==> src/design/isr_pkg.sv <==
// Purpose: shared constants and types of the interrupt status and routing block
// Assumes: 32-bit AXI4-Lite data, 8-bit registers in the low byte of each word
// Notes: byte address of a register is its index times four
package isr_pkg;
    // widths
    localparam int unsigned DATA_W = 32;
    localparam int unsigned ADDR_W = 8;
    localparam int unsigned REG_W = 8;
    localparam int unsigned GRP_W = 32;
    // register indices
    localparam logic [5:0] IDX_CONV0_EN = 6'h21;
    localparam logic [5:0] IDX_CONV1_EN = 6'h22;
    localparam logic [5:0] IDX_CLOCK_EN = 6'h23;
    localparam logic [5:0] IDX_LINK_FLAGS = 6'h24;
    localparam logic [5:0] IDX_CONV0_FLAGS = 6'h25;
    localparam logic [5:0] IDX_CONV1_FLAGS = 6'h26;
    localparam logic [5:0] IDX_CLOCK_FLAGS = 6'h27;
    localparam logic [5:0] IDX_LINK_SEL = 6'h28;
    localparam logic [5:0] IDX_CONV0_SEL = 6'h29;
    localparam logic [5:0] IDX_CONV1_SEL = 6'h2A;
    localparam logic [5:0] IDX_CLOCK_SEL = 6'h2B;
    localparam logic [5:0] IDX_LINK_EN = 6'h2C;
    // implemented bits per group
    localparam logic [7:0] MASK_CONV = 8'h09;
    localparam logic [7:0] MASK_CLOCK = 8'h33;
    localparam logic [7:0] MASK_LINK = 8'h1F;
    localparam logic [7:0] REG_RST = 8'h00;
    localparam logic [23:0] UPPER_ZERO = 24'h000000;
    // bus answers
    localparam logic [1:0] RESP_OKAY = 2'h0;
    localparam logic [1:0] RESP_SLVERR = 2'h2;
    // one byte per event group
    typedef struct packed {
        logic [7:0] link;
        logic [7:0] clock;
        logic [7:0] conv1;
        logic [7:0] conv0;
    } isr_grp_t;
    localparam isr_grp_t GRP_MASK = '{link: MASK_LINK, clock: MASK_CLOCK,
        conv1: MASK_CONV, conv0: MASK_CONV};
    localparam isr_grp_t GRP_RST = '{link: REG_RST, clock: REG_RST,
        conv1: REG_RST, conv0: REG_RST};
    // channel states, one-hot
    typedef enum logic [1:0] {
        CH_IDLE = 2'h1,
        CH_RESP = 2'h2
    } isr_chan_t;
endpackage

==> src/design/isr_routing.sv <==
// Purpose: event flag registers and two active-low interrupt pins
// Assumes: AXI4-Lite master on ref_clk, event levels asynchronous
// Notes: registers sit in bits 7:0 of each word, upper bits read zero
// Functional notes
// (RL1) clock flags: DLL lost 5, locked 4, PLL 1, 0
// (RL2) converter-1 flags: cal done 3, amp error 0
// (RL3) converter-0 flags: cal done 3, amp error 0
// (RL4) enable low: flag shows live source state
// (RL5) enable high: occurrence latches flag, drives pin
// (RL6) writing one clears latched flag; zero ignored
// (RL7) select zero routes to pin A, one B
// (RL8) link select bits: sysref, ready, fifo, prbs
// (RL9) disabled event reaches neither pin
// (RL10) per-event enable registers, reset to zero
// (RL11) converter selects share their flags' bit positions
// (RL12) pin low while any routed latched flag pending
// (RL13) reset and reserved bits read as zero
//
// The implementer's own choice: the AXI4-Lite register port.
`timescale 1ns/1ps
`default_nettype none

module isr_routing (
    input wire logic ref_clk,
    input wire logic rst,
    input wire logic awvalid,
    output logic awready,
    input wire logic [isr_pkg::ADDR_W-1:0] awaddr,
    input wire logic [2:0] awprot,
    input wire logic wvalid,
    output logic wready,
    input wire logic [isr_pkg::DATA_W-1:0] wdata,
    input wire logic [3:0] wstrb,
    output logic bvalid,
    input wire logic bready,
    output logic [1:0] bresp,
    input wire logic arvalid,
    output logic arready,
    input wire logic [isr_pkg::ADDR_W-1:0] araddr,
    input wire logic [2:0] arprot,
    output logic rvalid,
    input wire logic rready,
    output logic [isr_pkg::DATA_W-1:0] rdata,
    output logic [1:0] rresp,
    input wire isr_pkg::isr_grp_t eventLevel,
    output logic interruptPinA_n,
    output logic interruptPinB_n
);
    isr_pkg::isr_grp_t liveQ, latchQ, clearReq, flagView;
    isr_pkg::isr_grp_t enQ, enD, selQ, selD;
    isr_pkg::isr_chan_t wState_q, wState_d, rState_q, rState_d;
    logic awGot_q, awGot_d, wGot_q, wGot_d, wLane_q, wLane_d;
    logic [isr_pkg::ADDR_W-1:0] awAddr_q, awAddr_d;
    logic [isr_pkg::REG_W-1:0] wData_q, wData_d, rdByte;
    logic awReady_q, awReady_d, wReady_q, wReady_d;
    logic bValid_q, bValid_d, arReady_q, arReady_d, rValid_q, rValid_d;
    logic [1:0] bResp_q, bResp_d, rResp_q, rResp_d;
    logic [isr_pkg::DATA_W-1:0] rData_q, rData_d;
    logic wrFire, wrHit, rdHit, pinA_d, pinB_d, pinA_q, pinB_q;
    logic anyA, anyB;

    // event levels onto ref_clk
    isr_sync3 uSync (
        .ref_clk(ref_clk),
        .rst(rst),
        .rawIn(eventLevel),
        .stableOut(liveQ)
    );

    // latched flags per event
    isr_flag_bank uFlags (
        .ref_clk(ref_clk),
        .rst(rst),
        .liveIn(liveQ),
        .enableIn(enQ),
        .clearIn(clearReq),
        .latchOut(latchQ)
    );

    // (RL4) readback: live when disabled, latched when enabled
    assign flagView = ((enQ & latchQ) | (~enQ & liveQ)) & isr_pkg::GRP_MASK;

    // decode of the captured write address
    always_comb begin
        case (awAddr_q[7:2])
            isr_pkg::IDX_CONV0_EN,
            isr_pkg::IDX_CONV1_EN,
            isr_pkg::IDX_CLOCK_EN,
            isr_pkg::IDX_LINK_EN,
            isr_pkg::IDX_LINK_FLAGS,
            isr_pkg::IDX_CONV0_FLAGS,
            isr_pkg::IDX_CONV1_FLAGS,
            isr_pkg::IDX_CLOCK_FLAGS,
            isr_pkg::IDX_LINK_SEL,
            isr_pkg::IDX_CONV0_SEL,
            isr_pkg::IDX_CONV1_SEL,
            isr_pkg::IDX_CLOCK_SEL: wrHit = 1'b1;
            default: wrHit = 1'b0;
        endcase
    end

    // write channel: address and data in either order, then response
    always_comb begin
        wState_d = wState_q;
        awGot_d = awGot_q;
        wGot_d = wGot_q;
        awAddr_d = awAddr_q;
        wData_d = wData_q;
        wLane_d = wLane_q;
        bValid_d = bValid_q;
        bResp_d = bResp_q;
        wrFire = 1'b0;
        case (wState_q)
            isr_pkg::CH_IDLE: begin
                if (awvalid && awReady_q) begin
                    awGot_d = 1'b1;
                    awAddr_d = awaddr;
                end
                if (wvalid && wReady_q) begin
                    wGot_d = 1'b1;
                    wData_d = wdata[7:0];
                    wLane_d = wstrb[0];
                end
                if (awGot_q && wGot_q) begin
                    wrFire = 1'b1;
                    awGot_d = 1'b0;
                    wGot_d = 1'b0;
                    bValid_d = 1'b1;
                    bResp_d = wrHit ? isr_pkg::RESP_OKAY : isr_pkg::RESP_SLVERR;
                    wState_d = isr_pkg::CH_RESP;
                end
            end
            isr_pkg::CH_RESP: begin
                if (bready) begin
                    bValid_d = 1'b0;
                    wState_d = isr_pkg::CH_IDLE;
                end
            end
            default: begin
                bValid_d = 1'b0;
                wState_d = isr_pkg::CH_IDLE;
            end
        endcase
        awReady_d = (wState_d == isr_pkg::CH_IDLE) && !awGot_d;
        wReady_d = (wState_d == isr_pkg::CH_IDLE) && !wGot_d;
    end

    // write channel registers
    always_ff @(posedge ref_clk or posedge rst) begin
        if (rst) begin
            wState_q <= isr_pkg::CH_IDLE;
            awGot_q <= 1'b0;
            wGot_q <= 1'b0;
            awAddr_q <= 8'h00;
            wData_q <= isr_pkg::REG_RST;
            wLane_q <= 1'b0;
            awReady_q <= 1'b0;
            wReady_q <= 1'b0;
            bValid_q <= 1'b0;
            bResp_q <= isr_pkg::RESP_OKAY;
        end else begin
            wState_q <= wState_d;
            awGot_q <= awGot_d;
            wGot_q <= wGot_d;
            awAddr_q <= awAddr_d;
            wData_q <= wData_d;
            wLane_q <= wLane_d;
            awReady_q <= awReady_d;
            wReady_q <= wReady_d;
            bValid_q <= bValid_d;
            bResp_q <= bResp_d;
        end
    end

    // register effects of an accepted write; reserved bits never stored
    always_comb begin
        enD = enQ;
        selD = selQ;
        clearReq = isr_pkg::GRP_RST;
        if (wrFire && wLane_q) begin
            case (awAddr_q[7:2])
                // (RL10) enables pick live or latched mode
                isr_pkg::IDX_CONV0_EN: enD.conv0 = wData_q & isr_pkg::MASK_CONV;
                isr_pkg::IDX_CONV1_EN: enD.conv1 = wData_q & isr_pkg::MASK_CONV;
                isr_pkg::IDX_CLOCK_EN: enD.clock = wData_q & isr_pkg::MASK_CLOCK;
                isr_pkg::IDX_LINK_EN: enD.link = wData_q & isr_pkg::MASK_LINK;
                // (RL6) write one clears only latched flags
                isr_pkg::IDX_CONV0_FLAGS:
                    clearReq.conv0 = wData_q & isr_pkg::MASK_CONV & enQ.conv0;
                isr_pkg::IDX_CONV1_FLAGS:
                    clearReq.conv1 = wData_q & isr_pkg::MASK_CONV & enQ.conv1;
                isr_pkg::IDX_CLOCK_FLAGS:
                    clearReq.clock = wData_q & isr_pkg::MASK_CLOCK & enQ.clock;
                isr_pkg::IDX_LINK_FLAGS:
                    clearReq.link = wData_q & isr_pkg::MASK_LINK & enQ.link;
                // (RL8) link selects in bits 4..0
                isr_pkg::IDX_LINK_SEL: selD.link = wData_q & isr_pkg::MASK_LINK;
                // (RL11) converter selects at flag positions
                isr_pkg::IDX_CONV0_SEL: selD.conv0 = wData_q & isr_pkg::MASK_CONV;
                isr_pkg::IDX_CONV1_SEL: selD.conv1 = wData_q & isr_pkg::MASK_CONV;
                isr_pkg::IDX_CLOCK_SEL: selD.clock = wData_q & isr_pkg::MASK_CLOCK;
                default: clearReq = isr_pkg::GRP_RST;
            endcase
        end
    end

    // (RL10) (RL13) enables and selects reset to zero
    always_ff @(posedge ref_clk or posedge rst) begin
        if (rst) begin
            enQ <= isr_pkg::GRP_RST;
            selQ <= isr_pkg::GRP_RST;
        end else begin
            enQ <= enD;
            selQ <= selD;
        end
    end

    // read decode; (RL1) (RL2) (RL3) (RL13) masked flag layouts
    always_comb begin
        rdByte = isr_pkg::REG_RST;
        rdHit = 1'b1;
        case (araddr[7:2])
            isr_pkg::IDX_CONV0_EN: rdByte = enQ.conv0;
            isr_pkg::IDX_CONV1_EN: rdByte = enQ.conv1;
            isr_pkg::IDX_CLOCK_EN: rdByte = enQ.clock;
            isr_pkg::IDX_LINK_EN: rdByte = enQ.link;
            isr_pkg::IDX_CONV0_FLAGS: rdByte = flagView.conv0;
            isr_pkg::IDX_CONV1_FLAGS: rdByte = flagView.conv1;
            isr_pkg::IDX_CLOCK_FLAGS: rdByte = flagView.clock;
            isr_pkg::IDX_LINK_FLAGS: rdByte = flagView.link;
            isr_pkg::IDX_CONV0_SEL: rdByte = selQ.conv0;
            isr_pkg::IDX_CONV1_SEL: rdByte = selQ.conv1;
            isr_pkg::IDX_CLOCK_SEL: rdByte = selQ.clock;
            isr_pkg::IDX_LINK_SEL: rdByte = selQ.link;
            default: rdHit = 1'b0;
        endcase
    end

    // read channel: one word answered the cycle after acceptance
    always_comb begin
        rState_d = rState_q;
        rValid_d = rValid_q;
        rData_d = rData_q;
        rResp_d = rResp_q;
        case (rState_q)
            isr_pkg::CH_IDLE: begin
                if (arvalid && arReady_q) begin
                    rValid_d = 1'b1;
                    rData_d = {isr_pkg::UPPER_ZERO, rdByte};
                    rResp_d = rdHit ? isr_pkg::RESP_OKAY : isr_pkg::RESP_SLVERR;
                    rState_d = isr_pkg::CH_RESP;
                end
            end
            isr_pkg::CH_RESP: begin
                if (rready) begin
                    rValid_d = 1'b0;
                    rState_d = isr_pkg::CH_IDLE;
                end
            end
            default: begin
                rValid_d = 1'b0;
                rState_d = isr_pkg::CH_IDLE;
            end
        endcase
        arReady_d = (rState_d == isr_pkg::CH_IDLE);
    end

    // read channel registers
    always_ff @(posedge ref_clk or posedge rst) begin
        if (rst) begin
            rState_q <= isr_pkg::CH_IDLE;
            arReady_q <= 1'b0;
            rValid_q <= 1'b0;
            rData_q <= 32'h00000000;
            rResp_q <= isr_pkg::RESP_OKAY;
        end else begin
            rState_q <= rState_d;
            arReady_q <= arReady_d;
            rValid_q <= rValid_d;
            rData_q <= rData_d;
            rResp_q <= rResp_d;
        end
    end

    // (RL7) (RL9) route enabled latched flags by select bit
    assign anyA = |(latchQ & enQ & ~selQ);
    assign anyB = |(latchQ & enQ & selQ);

    // (RL12) pin low while any routed flag is pending
    always_comb begin
        pinA_d = ~anyA;
        pinB_d = ~anyB;
    end

    // pin registers, released at reset
    always_ff @(posedge ref_clk or posedge rst) begin
        if (rst) begin
            pinA_q <= 1'b1;
            pinB_q <= 1'b1;
        end else begin
            pinA_q <= pinA_d;
            pinB_q <= pinB_d;
        end
    end

    assign awready = awReady_q;
    assign wready = wReady_q;
    assign bvalid = bValid_q;
    assign bresp = bResp_q;
    assign arready = arReady_q;
    assign rvalid = rValid_q;
    assign rdata = rData_q;
    assign rresp = rResp_q;
    assign interruptPinA_n = pinA_q;
    assign interruptPinB_n = pinB_q;

    chk_pin_a_drive: assert property (@(posedge ref_clk) disable iff (rst) // (RL7)
        anyA |=> !interruptPinA_n)
        else $error("pin A not driven for routed flag");
    chk_pin_release: assert property (@(posedge ref_clk) disable iff (rst) // (RL12)
        !anyB |=> interruptPinB_n)
        else $error("pin B held low with nothing pending");
    chk_disabled_silent: assert property (@(posedge ref_clk) disable iff (rst) // (RL9)
        (enQ == 0) |=> (interruptPinA_n && interruptPinB_n))
        else $error("disabled event reached a pin");
    chk_live_readback: assert property (@(posedge ref_clk) disable iff (rst) // (RL4)
        (arvalid && arReady_q && araddr[7:2] == isr_pkg::IDX_CONV0_FLAGS
            && enQ.conv0 == 0)
        |=> rData_q[7:0] == ($past(liveQ.conv0) & isr_pkg::MASK_CONV))
        else $error("disabled flag did not read live status");
    chk_clock_layout: assert property (@(posedge ref_clk) disable iff (rst) // (RL1)
        (arvalid && arReady_q && araddr[7:2] == isr_pkg::IDX_CLOCK_FLAGS)
        |=> ((rData_q & ~32'h00000033) == 0) && rResp_q == isr_pkg::RESP_OKAY)
        else $error("clock flag reserved bits not zero");
    chk_link_select: assert property (@(posedge ref_clk) disable iff (rst) // (RL8)
        (wrFire && wLane_q && awAddr_q[7:2] == isr_pkg::IDX_LINK_SEL)
        |=> bValid_q && selQ.link == ($past(wData_q) & isr_pkg::MASK_LINK))
        else $error("link select write not stored");
    chk_enable_reset: assert property (@(posedge ref_clk) // (RL10)
        $fell(rst) |-> (enQ == 0 && selQ == 0 && interruptPinA_n))
        else $error("enables not zero after reset");
endmodule // isr_routing

`default_nettype wire

==> src/design/isr_sync3.sv <==
// Purpose: bring asynchronous event levels onto ref_clk
// Assumes: sources may change at any time
// Notes: a change is taken once the second and third stages agree
`timescale 1ns/1ps
`default_nettype none

module isr_sync3 (
    input wire logic ref_clk,
    input wire logic rst,
    input wire isr_pkg::isr_grp_t rawIn,
    output isr_pkg::isr_grp_t stableOut
);
    logic [isr_pkg::GRP_W-1:0] s1_q, s2_q, s3_q, out_q, out_d;

    // keep the old value while the last two stages disagree
    always_comb begin
        out_d = ((s2_q ~^ s3_q) & s3_q) | ((s2_q ^ s3_q) & out_q);
    end

    // stage one feeds stage two only
    always_ff @(posedge ref_clk or posedge rst) begin
        if (rst) begin
            s1_q <= isr_pkg::GRP_RST;
            s2_q <= isr_pkg::GRP_RST;
            s3_q <= isr_pkg::GRP_RST;
            out_q <= isr_pkg::GRP_RST;
        end else begin
            s1_q <= rawIn;
            s2_q <= s1_q;
            s3_q <= s2_q;
            out_q <= out_d;
        end
    end

    assign stableOut = out_q;
endmodule // isr_sync3

`default_nettype wire

==> src/design/isr_flag_bank.sv <==
// Purpose: latched event flags, one per implemented bit of each group
// Assumes: live levels already synchronised, clear is a one-cycle pulse
// Notes: an occurrence is a rising edge of the live level
`timescale 1ns/1ps
`default_nettype none

module isr_flag_bank (
    input wire logic ref_clk,
    input wire logic rst,
    input wire isr_pkg::isr_grp_t liveIn,
    input wire isr_pkg::isr_grp_t enableIn,
    input wire isr_pkg::isr_grp_t clearIn,
    output isr_pkg::isr_grp_t latchOut
);
    logic [isr_pkg::GRP_W-1:0] prev_q, latch_q, latch_d, setVec, enV, clrV;

    assign enV = enableIn;
    assign clrV = clearIn;
    // rising edge of an enabled, implemented source
    assign setVec = enV & liveIn & ~prev_q & isr_pkg::GRP_MASK;

    genvar i;
    for (i = 0; i < isr_pkg::GRP_W; i++) begin : gBit
        // (RL5) latch on occurrence; (RL6) clear, set wins
        always_comb begin
            if (enV[i]) begin
                latch_d[i] = setVec[i] | (latch_q[i] & ~clrV[i]);
            end else begin
                // (RL4) live mode holds nothing
                latch_d[i] = 1'b0;
            end
        end
    end

    // flag and edge history registers
    always_ff @(posedge ref_clk or posedge rst) begin
        if (rst) begin
            prev_q <= isr_pkg::GRP_RST;
            latch_q <= isr_pkg::GRP_RST;
        end else begin
            prev_q <= liveIn;
            latch_q <= latch_d;
        end
    end

    assign latchOut = latch_q;

    chk_latch_on_event: assert property (@(posedge ref_clk) disable iff (rst) // (RL5)
        (setVec != 0) |=> ((latch_q & $past(setVec)) == $past(setVec)))
        else $error("enabled event did not latch its flag");
    chk_clear_by_one: assert property (@(posedge ref_clk) disable iff (rst) // (RL6)
        ((clrV & ~setVec) != 0) |=> ((latch_q & $past(clrV & ~setVec)) == 0))
        else $error("write of one did not clear latched flag");
    chk_live_no_latch: assert property (@(posedge ref_clk) disable iff (rst) // (RL4)
        1'b1 |=> ((latch_q & ~$past(enV)) == 0))
        else $error("flag latched while its enable was low");
endmodule // isr_flag_bank

`default_nettype wire

==> config.mk <==
export PLATFORM = sky130hd
export DESIGN_NAME = isr_routing
export DESIGN_NICKNAME = d
export VERILOG_FILES = /design/src/design/isr_pkg.sv /design/src/design/isr_routing.sv /design/src/design/isr_sync3.sv /design/src/design/isr_flag_bank.sv
export SDC_FILE = /design/constraint.sdc
export NUM_CORES = 1
export LEC_CHECK = 0
export ABC_CLOCK_PERIOD_IN_PS = 6250
export BUFFER_PORTS_ARGS = -buffer_cell sky130_fd_sc_hd__buf_2
export CAP_MARGIN = 20
export CORE_MARGIN = 2
export CORE_UTILIZATION = 40
export DETAILED_ROUTE_END_ITERATION = 10
export GPL_TIMING_DRIVEN = 0
export SLEW_MARGIN = 20
export SYNTH_ARGS = -nofsm -noshare
export SYNTH_HDL_FRONTEND = slang
export SYNTH_HIERARCHICAL = 1
export SYNTH_SLANG_ARGS = --single-unit
==> constraint.sdc <==
create_clock -name ref_clk -period 6.25 [get_ports ref_clk]
set_clock_uncertainty 0.05 [all_clocks]
set_input_delay 0.625 -clock ref_clk [delete_from_list [all_inputs] [get_ports ref_clk]]
set_output_delay 0.625 -clock ref_clk [all_outputs]
set_load 0.02 [all_outputs]
==> results of run 1 <==
-- cell type report --
| cell class | count | area [sq um] | area share (%) |
|---|---|---|---|
| well taps | 188 | 235.2 | 3.213 |
| inverters | 16 | 62.56 | 0.8544 |
| multi-input cells | 339 | 2406 | 32.86 |
| clock buffers | 18 | 439.2 | 5.998 |
| repair buffers | 54 | 307.8 | 4.204 |
| flip-flops and latches | 138 | 3458 | 47.23 |
| plain buffers | 38 | 251.5 | 3.435 |
| clock inverters | 14 | 161.4 | 2.204 |
-- metal layers --
| layer | vias up | routed length, um |
|---|---|---|
| met3 | 16 | 712 |
| met2 | 109 | 6018 |
| met5 | - | 0 |
| li1 | 1915 | - |
| met1 | 1993 | 6064 |
| met4 | 0 | 205 |
-- metrics by stage --
| stage | instance area [sq um] | std cells | total power, mW | setup slack, ns | util [%] |
|---|---|---|---|---|---|
| finish | 7322 | 805 | 2.665 | 3.435 | 48.71 |
| global route | 7322 | 805 | 2.811 | 3.290 | 48.71 |
| CTS | 7322 | 805 | 2.696 | 3.394 | 48.71 |
| detailed placement | 6721 | 773 | 1.671 | 3.424 | 44.71 |
| global placement | 6671 | 771 | 1.641 | 3.138 | 44.38 |
| floorplan | 6176 | 531 | 1.511 | 3.881 | - |
-- critical path, cell delays in order (launching register included) --
cell and delay [ns]:
dfstp_2 0.56, ha_1 0.15, buf_4 0.14, nand2_1 0.05, or3_4 0.40, nor3b_1 0.61, nor2b_1 0.38, and3_1 0.20
nand2b_1 0.11, a21boi_2 0.05
-- path summary, 6_finish.rpt --
path / cells past startpoint / end / slack, ns
max in group asynchronous: 3 / uSync/s3_q[3]$_DFF_PP0_ / 5.35
worst max register to register: 9 / uFlags/latchOut[21]$_DFF_PP0_ / 3.44
min in group ref_clk: 1 / uSync/s1_q[26]$_DFF_PP0_ / 0.25
worst min register to register: 0 / uSync/s2_q[27]$_DFF_PP0_ / 0.29
worst min-delay path: 2 / enQ[28]$_DFFE_PP0P_ / 0.08
worst max-delay path: 9 / uFlags/latchOut[21]$_DFF_PP0_ / 3.44
-- power breakdown --
group / leakage, nW / total (mW) / switching (mW) / internal (mW)
clock network: 0.284 / 1.01 / 0.409 / 0.605
registers: 1.73 / 1.16 / 0.125 / 1.03
logic: 1.46 / 0.491 / 0.271 / 0.219
-- flip-flops by register name, summed over array words and instances, names as in the netlist, 2 cells and up --
register and count:
rdata 6, uFlags/prev_q 13, uSync/s2_q 13, rState_q 2
uSync/s1_q 13, uFlags/latchOut 13, enQ 13, awAddr_q 6
selQ 13, wState_q 2, uSync/stableOut 13, wData_q 6
uSync/s3_q 13
-- layout by cell type (no fill, tap or decap), types with 22 or more instances in the layout --
master      n
nand3_1    22
conb_1     28
buf_2      52
mux2_2     40
nand2b_1   22
nand2_1    38
buf_4      29
dfrtp_1   134
nor2_1     24
==> flow_summary.yaml, run 1 <==
floorplanning:
  dieArea_sq_um: 16190
  core_region_area_sq_um: 15030
  die_h_um: 127.2
  num_io_pins: 140
  rows: 45
  start_util_pct: 40.41
  die_x_um: 127.2
placed_design:
  hpwl_mm: 9.476
  gp_congestion: 0.9078
  portBuffers: 52
clock_network:
  cts_resized: 0
  clockRootBuffer: "clkbuf_16"
  clk_latency_ns: 0.43
  tritoncts: "yes"
  cts_buffers: 17
  cts_setup_buffers: 0
  h-tree-depth: 4
  cts_hold_buf: 0
  clk_path_buf_depth: 2
  clock_sinks: 138
  clkSlewWorstSetupHoldPaths_ns: 0.06
sta:
  maxSlewHeadroom_pct: 45.77
  slew_violations: 0
  timing.final.crit_share_pct: 45.03
  fin_setup_tns_ns: 0
  rsz0062_at_grt: "no"
  finalHoldViolations: 0
  post-route-min-period_ns: 2.815
  whs_ns: 0.07708
  final-setup-viol-count: 0
  fmax_mhz: 355.3
  worstMarginPinSlew_ns: 0.8067
drt:
  drtIter0Drc: 196
  firstDrtPassIters: 4
  wl_per_cell_um: 16.15
  final_antenna_net_count: 0
  totalWireLength_mm: 13.00
  vias: 4033
  via_per_inst: 5.010
  route.detailed.drc: 0
global_routing:
  grt_pass1_vias: 4160
  track_usage_pct: 17.34
  grt_max_degree: 52
  top_usage_layer: "met2"
  use_met3_pct: 5.570
  grt.met2_usage_pct: 27.23
  grt_overflow: 0
  grt_pass1_wl_mm: 21.30
  use_met1_pct: 22.71
  antenna_found_initial: 0
worst_setup_path:
  reg2reg_from: "wState_q[0]$_DFF_PP1_"
  cp-start-kind: "flip-flop"
  crit_type: "flip-flop to flip-flop"
  worstPathArrival_ns: 3.08
  crit_path_start: "wState_q[0]$_DFF_PP1_"
  end_kind: "flip-flop"
  cp_max_fo: 8
  crit_required_ns: 6.52
job:
  maxCapViolCount: 0
pwr:
  p_per_area_nw_per_um2: 363.9
  vdd_drop_max_v: 0.0002526
  power.leakage_nw: 3.475
layout:
  area_growth_pct: 20.54
  final_layout_size_suffix_gt1_share_pct: 31.60
  nFillCells: 1403
  diodes: 0
  nets: 718
synthesis:
  netlist_area_sq_um: 6075
  postSynthCellCount: 504
  syn_area_per_cell_sq_um: 12.05
  yosys_warnings: 6
status:
  status: "finished, final reports clean"
hold_path:
  hold_path.class: "input port to asynchronous set/reset pin"
(Power assumes the default switching activity.)
==> inputs of run 2 (changes only) <==
--- a/config.mk
+++ b/config.mk
@@ -5,7 +5,7 @@
 export SDC_FILE = /design/constraint.sdc
 export NUM_CORES = 1
 export LEC_CHECK = 0
-export ABC_CLOCK_PERIOD_IN_PS = 6250
+export ABC_CLOCK_PERIOD_IN_PS = 2500
 export BUFFER_PORTS_ARGS = -buffer_cell sky130_fd_sc_hd__buf_2
 export CAP_MARGIN = 20
 export CORE_MARGIN = 2
==> constraint.sdc (replaced) <==
create_clock -name ref_clk -period 2.5 [get_ports ref_clk]
set_clock_uncertainty 0.05 [all_clocks]
set_input_delay 0.25 -clock ref_clk [delete_from_list [all_inputs] [get_ports ref_clk]]
set_output_delay 0.25 -clock ref_clk [all_outputs]
set_load 0.02 [all_outputs]
==> run 2 against run 1 <==
  * Non-clock buffer count rose by 25
  * Core utilization rose by 2.0 points
  * Maximum frequency increased by 13%
  * Largest cell class unchanged
  * Sequential cell count did not move
==> flow_summary.yaml, run 2 (synthesis results as in run 1) <==
global_routing:
  grt_pass1_vias: 4317
  antenna_found_initial: 0
  track_usage_pct: 17.65
  grt_pass1_wl_mm: 21.78
  grt_max_degree: 52
  grt_overflow: 0
clock_network:
  tritoncts: "yes"
  clock_sinks: 138
  h-tree-depth: 4
  clkSlewWorstSetupHoldPaths_ns: 0.06
  clk_path_buf_depth: 2
  clockRootBuffer: "clkbuf_16"
  cts_buffers: 17
  clk_latency_ns: 0.42
drt:
  wl_per_cell_um: 15.86
  totalWireLength_mm: 13.16
  via_per_inst: 4.976
  final_antenna_net_count: 0
  route.detailed.drc: 0
  firstDrtPassIters: 4
  drtIter0Drc: 184
  vias: 4130
status:
  status: "finished, final reports clean"
floorplanning:
  rows: 45
  dieArea_sq_um: 16190
  core_region_area_sq_um: 15030
  die_x_um: 127.2
  start_util_pct: 40.41
  num_io_pins: 140
  die_h_um: 127.2
worst_setup_path:
  reg2reg_from: "wState_q[0]$_DFF_PP1_"
  crit_slowest_cell: "dfstp_2"
  crit_required_ns: 2.76
  reg2reg_depth: 8
  worstPathArrival_ns: 2.75
  reg2reg_to: "selQ[17]$_DFFE_PP0P_"
  cp_max_fo: 4
  cp-start-kind: "flip-flop"
  end_kind: "flip-flop"
  worstPathCellList: "ha_4 -> buf_6 -> nand2_1 -> or3_4 -> or3b_4 -> buf_12 -> nor2_4 -> mux2_2"
  rrSetupSlack_ns: 0.01
  cpPeakStageDelay_ns: 0.55
  crit_type: "flip-flop to flip-flop"
layout:
  area_growth_pct: 25.56
  final_common_cell: "dfrtp_1"
  final_layout_size_suffix_gt1_share_pct: 31.62
  mostFrequentLayoutCells: "134 x dfrtp_1, 52 x buf_2, 38 x nand2_1, 38 x mux2_2, 31 x buf_4"
  post-route-util_pct: 50.74
  diodes: 0
  nets: 743
hold_path:
  min-delay-start: "wdata[2]"
  hold_path.class: "input port to flip-flop"
  hold_end: "wData_q[2]$_DFFE_PP0P_"
  holdPathStages: 2
pwr:
  power.total_mw: 6.756
  p_per_area_nw_per_um2: 885.8
  seqPwrFrac_pct: 42.9
  power_frac_comb_pct: 19.7
  p_int_mw: 4.710
  power.leakage_nw: 3.597
  p_clk_share_pct: 37.4
  vdd_drop_max_v: 0.0006199
  switching_share_pct: 30.29
  p_switching_mw: 2.047
sta:
  worstMarginPinSlew_ns: 0.6618
  final-setup-viol-count: 0
  slew_violations: 0
  fmax_mhz: 401.7
  rsz0062_at_grt: "yes"
  finalHoldViolations: 0
  timing.final.crit_share_pct: 99.57
  post-route-min-period_ns: 2.489
  maxSlewHeadroom_pct: 55.82
placed_design:
  hpwl_mm: 9.476
  gp_congestion: 0.9078
  portBuffers: 52
job:
  maxCapViolCount: 0
[run 2: worst max path at each step]
stage / depth (start not counted) / slack (ns) / to / from
final: 8 / 0.01 / selQ[17]$_DFFE_PP0P_ / wState_q[0]$_DFF_PP1_
after global routing: 8 / -0.03 / selQ[20]$_DFFE_PP0P_ / wState_q[0]$_DFF_PP1_
after CTS: 7 / -0.02 / selQ[26]$_DFFE_PP0P_ / wState_q[0]$_DFF_PP1_
after detailed placement: 9 / -0.33 / uFlags/latchOut[21]$_DFF_PP0_ / wState_q[0]$_DFF_PP1_
after global placement: 9 / -0.29 / uFlags/latchOut[21]$_DFF_PP0_ / wState_q[0]$_DFF_PP1_
after floorplan: 7 / 0.13 / selQ[24]$_DFFE_PP0P_ / wState_q[0]$_DFF_PP1_
[run 2: power by group through the flow]
stage               Sequential [mW]  Combinational [mW]  Clock [mW]
floorplan                      2.90               0.878           0
global placement               2.92                1.19           0
detailed placement             2.94                1.24           0
CTS                            2.90                1.34        2.59
global route                   2.96                1.49        2.69
finish                         2.90                1.33        2.52
[run 2: area by class of cell]
| cell class | instances | area, sq um |
|---|---|---|
| clock buffer | 18 | 439.2 |
| sequential | 138 | 3458 |
| inverter | 16 | 62.56 |
| tap | 188 | 235.2 |
| multi-input combinational | 339 | 2455 |
| buffer | 38 | 255.2 |
| timing repair buffer | 79 | 560.5 |
| fill | 1377 | 7406 |
| clock inverter | 14 | 161.4 |
[run 2: timing repair]
item | 4_1_cts | 5_1_grt
setup endpoints to repair | 31 | 12
hold buffers | 21 | 0
setup buffers | 3 | 1
gates resized for setup | 9 | 2
cloned | 0 | 0
hold endpoints to repair | 128 | 0
pin swaps | 5 | 3
[run 2: metrics by stage]
stage	setup slack, ns	setup TNS [ns]	hold slack, ns	cell area, sq um	cells
after floorplan	0.1307	0	0.2314	6176	531
after global placement	-0.2948	-15.81	0.2836	6671	771
after detailed placement	-0.3257	-3.872	0.1499	6721	773
after CTS	-0.02154	-0.08527	0.001617	7614	829
after global routing	-0.02992	-0.09212	0.007187	7627	830
final	0.01086	0	0.02039	7627	830
[run 2: critical path, delay by kind of cell (launching register included)]
family	cells	cell delay [ns]
buf+inv	2	0.24
fa+ha+maj	1	0.12
flops	1	0.55
mux	1	0.36
simple gates	4	1.06
[run 2: layer usage]
layer  global-route usage (%)  routed length (um)  up-vias
met5                        0                   0        -
met4                    6.270                 148        0
met3                    5.570                 671       10
met2                    28.15                6358      111
met1                    22.87                5985     2041
li1                         -                   -     1968
